`src/rtl/qpm_pkg.sv`:
```
package qpm_pkg;
   localparam int          NPORT          = 4;
   localparam int          AW             = 16;
   localparam int          DW             = 18;
   localparam int          BYTE_W         = 9;
   // Span of the large and small arrays; mailboxes sit at the top four words
   localparam logic [15:0] SPAN_LARGE     = 16'hffff;
   localparam logic [15:0] SPAN_SMALL     = 16'h7fff;
   localparam logic [15:0] MBOX_SEL_BITS  = 16'h0003;
   localparam logic [15:0] MASK_RESET     = 16'hffff;
   localparam logic [15:0] COUNT_RESET    = 16'h0000;
   // APB map
   localparam logic [7:0]  REG_CFG        = 8'h00;
   localparam logic [7:0]  REG_STATUS     = 8'h04;
   localparam logic [7:0]  REG_MASK_BASE  = 8'h10;
   localparam logic [7:0]  REG_COUNT_BASE = 8'h20;
   localparam int          CFG_MBOX_EN    = 0;
   localparam int          CFG_SMALL      = 1;
   localparam logic [1:0]  CFG_RESET      = 2'h1;

   typedef struct packed {
      logic [AW-1:0] addr;
      logic [DW-1:0] wdata;
      logic          read_not_write;
      logic          chip_select_low_active;
      logic          chip_select_high_active;
      logic          lower_byte_enable_n;
      logic          upper_byte_enable_n;
      logic          output_enable_n;
      logic          counter_load_n;
      logic          counter_advance_n;
      logic          counter_clear_n;
      logic          counter_readback_n;
      logic          mask_load_n;
   } qpm_port_in_t;

   typedef struct packed {
      logic [AW-1:0] addr_out;
      logic          addr_oe_n;
      logic [DW-1:0] rdata;
      logic          data_oe_n;
      logic          mailbox_irq_n;
      logic          counter_wrap_irq_n;
   } qpm_port_out_t;
endpackage

```
`src/rtl/qpm_top.sv`:
```
// Local design decisions: the APB interface to the registers and the register offsets.
module qpm_top
   import qpm_pkg::*;
(
   input  wire logic                   pclk,
   input  wire logic                   presetn,
   input  wire logic                   master_reset_n,
   input  wire logic                   psel,
   input  wire logic                   penable,
   input  wire logic                   pwrite,
   input  wire logic [7:0]             paddr,
   input  wire logic [31:0]            pwdata,
   output logic      [31:0]            prdata,
   output logic                        pready,
   output logic                        pslverr,
   input  wire qpm_pkg::qpm_port_in_t  port_in  [qpm_pkg::NPORT],
   output qpm_pkg::qpm_port_out_t      port_out [qpm_pkg::NPORT]
);
   import qpm_pkg::*;

   // Masked increment: locked bits are forced to one so the carry skips them
   function automatic logic [AW-1:0] masked_inc(input logic [AW-1:0] cnt,
                                                input logic [AW-1:0] msk);
      logic [AW-1:0] sum;
      sum = (cnt | ~msk) + 16'h0001;
      return (sum & msk) | (cnt & ~msk);
   endfunction

   function automatic logic chip_on(input qpm_port_in_t p);
      return ~p.chip_select_low_active & p.chip_select_high_active;
   endfunction

   logic                rst_n;
   logic [1:0]          cfg_q;
   logic [AW-1:0]       span;
   logic [AW-1:0]       cnt_q       [NPORT];
   logic [AW-1:0]       cnt_d       [NPORT];
   logic [AW-1:0]       mask_q      [NPORT];
   logic [AW-1:0]       eff_mask    [NPORT];
   logic [AW-1:0]       acc_addr    [NPORT];
   logic [DW-1:0]       mbox_q      [NPORT];
   logic [DW-1:0]       rdata_q     [NPORT];
   logic [AW-1:0]       addr_out_q  [NPORT];
   logic [NPORT-1:0]    addr_oe_n_q;
   logic [NPORT-1:0]    data_oe_n_q;
   logic [NPORT-1:0]    mbox_irq_n_q;
   logic [NPORT-1:0]    wrap_irq_n_q;
   logic [NPORT-1:0]    wrap_d;
   logic [NPORT-1:0]    wr;
   logic [NPORT-1:0]    rd;
   logic [NPORT-1:0]    hit;
   logic [1:0]          owner       [NPORT];
   logic [NPORT-1:0]    mb_set;
   logic [NPORT-1:0]    mb_clr;
   logic                apb_setup;
   logic                apb_access;
   logic                apb_wr;
   logic [31:0]         rd_mux;
   logic                rd_ok;
   logic                wr_ok;
   logic [31:0]         prdata_q;
   logic                err_q;

   assign rst_n = presetn & master_reset_n;

   assign span = cfg_q[CFG_SMALL] ? SPAN_SMALL : SPAN_LARGE;

   always_comb
   begin
      for (int k = 0; k < NPORT; k++)
      begin
         eff_mask[k] = mask_q[k] & span;
         if (!port_in[k].counter_clear_n)
            acc_addr[k] = COUNT_RESET;
         else if (!port_in[k].counter_load_n)
            acc_addr[k] = port_in[k].addr & span;
         else
            acc_addr[k] = cnt_q[k] & span;
         wr[k]    = chip_on(port_in[k]) & ~port_in[k].read_not_write;
         rd[k]    = chip_on(port_in[k]) & port_in[k].read_not_write;
         hit[k]   = cfg_q[CFG_MBOX_EN] & ((acc_addr[k] | MBOX_SEL_BITS) == span);
         // Port 0 owns the top word, port 3 the fourth from top
         owner[k] = ~acc_addr[k][1:0];
      end
   end

   always_comb
   begin
      for (int k = 0; k < NPORT; k++)
      begin
         wrap_d[k] = 1'b0;
         if (!port_in[k].counter_clear_n)
            cnt_d[k] = COUNT_RESET;
         else if (!port_in[k].counter_load_n)
            cnt_d[k] = port_in[k].addr & span;
         else if (!port_in[k].counter_advance_n)
         begin
            cnt_d[k]  = masked_inc(cnt_q[k], eff_mask[k]);
            wrap_d[k] = (cnt_d[k] & eff_mask[k]) == COUNT_RESET;
         end
         else
            cnt_d[k] = cnt_q[k];
      end
   end

   always_comb
   begin
      mb_set = '0;
      mb_clr = '0;
      for (int k = 0; k < NPORT; k++)
      begin
         if (wr[k] && hit[k] && owner[k] != 2'(k))
            mb_set[owner[k]] = 1'b1;
         if (rd[k] && hit[k] && owner[k] == 2'(k))
            mb_clr[k] = 1'b1;
      end
   end

   always_ff @(posedge pclk or negedge rst_n)
   begin
      if (!rst_n)
      begin
         for (int k = 0; k < NPORT; k++)
            cnt_q[k] <= COUNT_RESET;
      end
      else
      begin
         for (int k = 0; k < NPORT; k++)
            cnt_q[k] <= cnt_d[k];
      end
   end

   always_ff @(posedge pclk or negedge rst_n)
   begin
      if (!rst_n)
         wrap_irq_n_q <= '1;
      else
         wrap_irq_n_q <= ~wrap_d;
   end

   always_ff @(posedge pclk or negedge rst_n)
   begin
      if (!rst_n)
         mbox_irq_n_q <= '1;
      else
      begin
         for (int t = 0; t < NPORT; t++)
         begin
            // Set wins over a clear landing in the same cycle
            if (mb_set[t])
               mbox_irq_n_q[t] <= 1'b0;
            else if (mb_clr[t])
               mbox_irq_n_q[t] <= 1'b1;
         end
      end
   end

   always_ff @(posedge pclk or negedge rst_n)
   begin
      if (!rst_n)
      begin
         for (int t = 0; t < NPORT; t++)
            mbox_q[t] <= '0;
      end
      else
      begin
         // Colliding writers: highest port index lands, contents undefined anyway
         for (int k = 0; k < NPORT; k++)
         begin
            if (wr[k] && hit[k])
            begin
               if (!port_in[k].lower_byte_enable_n)
                  mbox_q[owner[k]][BYTE_W-1:0] <= port_in[k].wdata[BYTE_W-1:0];
               if (!port_in[k].upper_byte_enable_n)
                  mbox_q[owner[k]][DW-1:BYTE_W] <= port_in[k].wdata[DW-1:BYTE_W];
            end
         end
      end
   end

   always_ff @(posedge pclk or negedge rst_n)
   begin
      if (!rst_n)
      begin
         data_oe_n_q <= '1;
         for (int k = 0; k < NPORT; k++)
            rdata_q[k] <= '0;
      end
      else
      begin
         for (int k = 0; k < NPORT; k++)
         begin
            data_oe_n_q[k] <= ~(rd[k] & ~port_in[k].output_enable_n &
                               ~(port_in[k].lower_byte_enable_n &
                                 port_in[k].upper_byte_enable_n));
            // Array outside this block; non-mailbox reads show zero here
            rdata_q[k]     <= (rd[k] && hit[k]) ? mbox_q[owner[k]] : '0;
         end
      end
   end

   always_ff @(posedge pclk or negedge rst_n)
   begin
      if (!rst_n)
      begin
         addr_oe_n_q <= '1;
         for (int k = 0; k < NPORT; k++)
            addr_out_q[k] <= '0;
      end
      else
      begin
         for (int k = 0; k < NPORT; k++)
         begin
            addr_oe_n_q[k] <= port_in[k].counter_readback_n;
            addr_out_q[k]  <= cnt_q[k];
         end
      end
   end

   always_comb
   begin
      for (int k = 0; k < NPORT; k++)
      begin
         port_out[k].addr_out           = addr_out_q[k];
         port_out[k].addr_oe_n          = addr_oe_n_q[k];
         port_out[k].rdata              = rdata_q[k];
         port_out[k].data_oe_n          = data_oe_n_q[k];
         port_out[k].mailbox_irq_n      = mbox_irq_n_q[k];
         port_out[k].counter_wrap_irq_n = wrap_irq_n_q[k];
      end
   end

   // APB slave, zero wait states; read data captured in setup
   assign apb_setup  = psel & ~penable;
   assign apb_access = psel & penable;
   assign apb_wr     = apb_access & pwrite & wr_ok;
   assign pready     = 1'b1;
   assign pslverr    = apb_access & err_q;
   assign prdata     = prdata_q;

   always_comb
   begin
      rd_mux = '0;
      rd_ok  = 1'b0;
      wr_ok  = 1'b0;
      if (paddr == REG_CFG)
      begin
         rd_mux = 32'(cfg_q);
         rd_ok  = 1'b1;
         wr_ok  = 1'b1;
      end
      else if (paddr == REG_STATUS)
      begin
         rd_mux = 32'({~wrap_irq_n_q, ~mbox_irq_n_q});
         rd_ok  = 1'b1;
      end
      else if ({paddr[7:4], 4'h0} == REG_MASK_BASE && paddr[1:0] == 2'b00)
      begin
         rd_mux = 32'(mask_q[paddr[3:2]]);
         rd_ok  = 1'b1;
         wr_ok  = 1'b1;
      end
      else if ({paddr[7:4], 4'h0} == REG_COUNT_BASE && paddr[1:0] == 2'b00)
      begin
         rd_mux = 32'(cnt_q[paddr[3:2]]);
         rd_ok  = 1'b1;
      end
   end

   always_ff @(posedge pclk or negedge rst_n)
   begin
      if (!rst_n)
      begin
         prdata_q <= '0;
         err_q    <= 1'b0;
      end
      else if (apb_setup)
      begin
         prdata_q <= pwrite ? 32'h0000_0000 : rd_mux;
         err_q    <= pwrite ? ~wr_ok : ~rd_ok;
      end
   end

   always_ff @(posedge pclk or negedge rst_n)
   begin
      if (!rst_n)
         cfg_q <= CFG_RESET;
      else if (apb_wr && paddr == REG_CFG)
         cfg_q <= pwdata[1:0];
   end

   always_ff @(posedge pclk or negedge rst_n)
   begin
      if (!rst_n)
      begin
         for (int k = 0; k < NPORT; k++)
            mask_q[k] <= MASK_RESET;
      end
      else
      begin
         for (int k = 0; k < NPORT; k++)
         begin
            // Pin load beats a same-cycle software write
            if (!port_in[k].mask_load_n)
               mask_q[k] <= port_in[k].addr;
            else if (apb_wr && paddr != REG_CFG && paddr[3:2] == 2'(k))
               mask_q[k] <= pwdata[AW-1:0];
         end
      end
   end

   for (genvar k = 0; k < NPORT; k++)
   begin : g_chk

   end
endmodule // qpm_top

```
`config.mk`:
```
export PLATFORM = sky130hd
export DESIGN_NAME = qpm_top
export DESIGN_NICKNAME = d
export VERILOG_FILES = /design/src/rtl/qpm_pkg.sv /design/src/rtl/qpm_top.sv
export SDC_FILE = /design/constraint.sdc
export NUM_CORES = 1
export LEC_CHECK = 0
export BUFFER_PORTS_ARGS = -buffer_cell sky130_fd_sc_hd__buf_2
export CAP_MARGIN = 20
export CORE_MARGIN = 2
export CORE_UTILIZATION = 45
export CTS_BUF_LIST = sky130_fd_sc_hd__clkbuf_16
export CTS_CLUSTER_DIAMETER = 80
export DETAILED_ROUTE_END_ITERATION = 8
export GPL_ROUTABILITY_DRIVEN = 0
export PLACE_DENSITY = 0.69
export RECOVER_POWER = 100
export SLEW_MARGIN = 0
export SYNTH_ARGS = -nofsm -noshare
export SYNTH_HDL_FRONTEND = slang
export SYNTH_SLANG_ARGS = --single-unit
```
`constraint.sdc`:
```
create_clock -name pclk -period 40.1 [get_ports pclk]
set_input_delay 4.01 -clock pclk [delete_from_list [all_inputs] [get_ports pclk]]
set_output_delay 4.01 -clock pclk [all_outputs]
set_load 0.02 [all_outputs]
```
==> impl_metrics.yaml <==
cts:
  cts_sinks: 371
  postCtsSetupRepairBufs: 0
  cts_hold_buf: 0
  numCtsBuffers: 42
  cts_resized: 0
  clk_path_buf_depth: 3
  clk_pin_slew_worst_paths_ns: 0.06
  cts_tree: "built"
  clk_latency_ns: 0.58
  ctsRootBufferMaster: "clkbuf_16"
  cts_htree_levels: 2
route:
  vias_per_cell: 6.72
  wire_per_inst_um: 27.7
  routed_wl_um: 91100
  drt_pass1_iterations: 7
  drtAntennaViolNets: 0
  drc: 0
  drtIter0Drc: 3743
  num_vias: 22064
timing:
  hold_violations: 0
  fin_setup_tns_ns: 0
  rsz0062_at_grt: "no"
  worst_slack_ns: 24.72
  max_clock_freq_mhz: 65.0
  finClkSkew_ns: 0.0244
  hold_ws_ns: 0.482
  min_period_ns: 15.38
  drv_slew: 712
  worst_pin_slew_ns: 8.80
  finalCritPeriodShare_pct: 38.3
  relSlewSlack_pct: -487
  setup_viol: 0
critical_path:
  rrSetupSlack_ns: 35.42
  cp-end-kind: "asynchronous set/reset pin"
  cp-start-kind: "primary input"
  worstPathRequired_ns: 38.57
  critPathKind: "primary input to asynchronous set/reset pin"
  crit_arrival_ns: 13.85
  worstPathMaxFanout: 164
logic_synthesis:
  synth_edf_count: 0
  syn_inst: 2281
  syn-cell-area_mm2: 0.0223
  synth.distinct_cells: 86
  yosysTopAreaCell: "dfrtp_1"
  syn_area_per_cell_um2: 9.79
  synth_top_area_share_pct: 32.5
  synthTopCellsByArea: "dfrtp_1 32%, dfstp_2 9.5%, mux2i_1 5.7%"
  ys_ff_latch: 371
  ys_seq_area_share_pct: 42.0
  async_reset_ff_share_pct: 100
  yosysWarningCount: 0
  synthFlopType: "dfrtp_1"
pwr:
  power.total_mw: 0.950
  p_leak_nw: 10.8
  ir_worst_vdd_mv: 0.0268
  power.density_mw_per_mm2: 37.0
global_route:
  overflow: 0
  antenna_found_initial: 7
  grt_usage_pct: 34.6
  grt_pass1_vias: 20647
  grt_max_degree: 165
  grt_pass1_wl_um: 132000
finish:
  final_cell_mix: "290 x dfrtp_1, 205 x buf_2, 201 x nor2_1"
  final_common_cell: "dfrtp_1"
  drive_gt1_share_pct: 18.0
  final_net_count: 2822
  syn_to_final_growth_pct: 14.9
floorplan:
  chipWidth_um: 227
  rows: 81
  die_h_um: 227
  ios: 412
  dieArea_mm2: 0.0514
  start_util_pct: 45.6
  core_mm2: 0.0490
placed_design:
  portBuffers: 378
  place_ws_ns: 31.62
  dpl.hpwl_um: 66600
outcome:
  status: "complete, but fails checks"
  failed_checks: "max-capacitance violations, max-slew violations"
min_path:
  hold_class: "flop to flop"
flow_run:
  cap_violations: 16
==> kinds of logic (layout without fill, tap and decap cells) <==
logic type / count (synthesis) / in the layout / synth area share [%]
and+or+nand+nor: 764 / 764 / 18.8
AOI/OAI and AO/OA: 626 / 626 / 19.2
DFF: 371 / 371 / 42.0
buffers and inverters: 226 / 547 / 4.42
muxes: 185 / 185 / 11.1
xor gates and xnor gates: 96 / 96 / 3.77
adders and majority gates: 11 / 11 / 0.616
other: 2 / 21 / 0.0336
==> report_power, final <==
part / switching [mW] / leakage [nW] / internal [mW]
Sequential: 0.0298 / 4.77 / 0.397
Clock: 0.163 / 0.681 / 0.220
Combinational: 0.0898 / 5.36 / 0.0506
Total: 0.283 / 10.8 / 0.668
==> flip-flops by register name, indices dropped and copies added, names as in the netlist <==
register and cells:
cfg_q 2, mbox_irq_n_q 4, wrap_irq_n_q 4, port_out 136
prdata 16, mask_q 64, addr_oe_n_q 4, err_q 1
cnt_q 64, data_oe_n_q 4, mbox_q 72
==> cell type report <==
class                   count  area (µm²)
diodes                      4        10.0
clock buffers              43        1080
clock inverters            33         255
fillers                  4567       23300
inverters                  62         233
multi-input cells        1699       12000
flip-flops and latches    371        9390
well taps                 664         831
repair buffers            409        1880
==> metrics by stage <==
step           util [%]  std cells  cell area, µm²
3_3_place_gp       50.4       3202           24700
3_5_place_dp       50.5       3203           24700
5_1_grt            52.4       3282           25600
2_1_floorplan         -       2296           22400
6_report           52.4       3285           25700
4_1_cts            53.2       3279           26000
==> metal layers <==
| metal | part of all wire (%) | global-route usage, % | routed length (µm) |
|---|---|---|---|
| met4 | 6.7 | 19.1 | 6070 |
| met2 | 43 | 51.0 | 39100 |
| met1 | 36 | 45.6 | 33200 |
| met3 | 14 | 10.2 | 12700 |
| met5 | 0.038 | 0 | 35 |
==> synthesized netlist by cell type (38+ instances only) <==
master and number:
a211o_1 41, a211oi_1 70, a21oi_1 134, and3_1 44
clkbuf_1 92, dfrtp_1 290, dfstp_2 81, inv_1 58
mux2i_1 128, mux4_2 50, nand2_1 107, nand2b_1 38
nor2_1 201, nor2b_1 41, nor3_1 71, o21ai_0 77
o221ai_1 57, o22ai_1 111, xnor2_1 67
==> critical path, stage by stage <==
cell	delay, ns
buf_2	0.07
and2_0	3.16
clkbuf_1	6.32
==> worst paths after layout <==
path                            depth (start not counted)           start            end
worst min-delay path                                    2           err_q          err_q
worst min register to register                          2           err_q          err_q
max in group pclk                                       8        paddr[7]      mask_q[2]
worst max-delay path                                    3  master_reset_n     mbox_q[70]
worst max register to register                          8       cnt_q[48]      mbox_q[9]
min in group asynchronous                               2         presetn  port_out[107]
No activity file was read; power rests on OpenSTA's default activity.
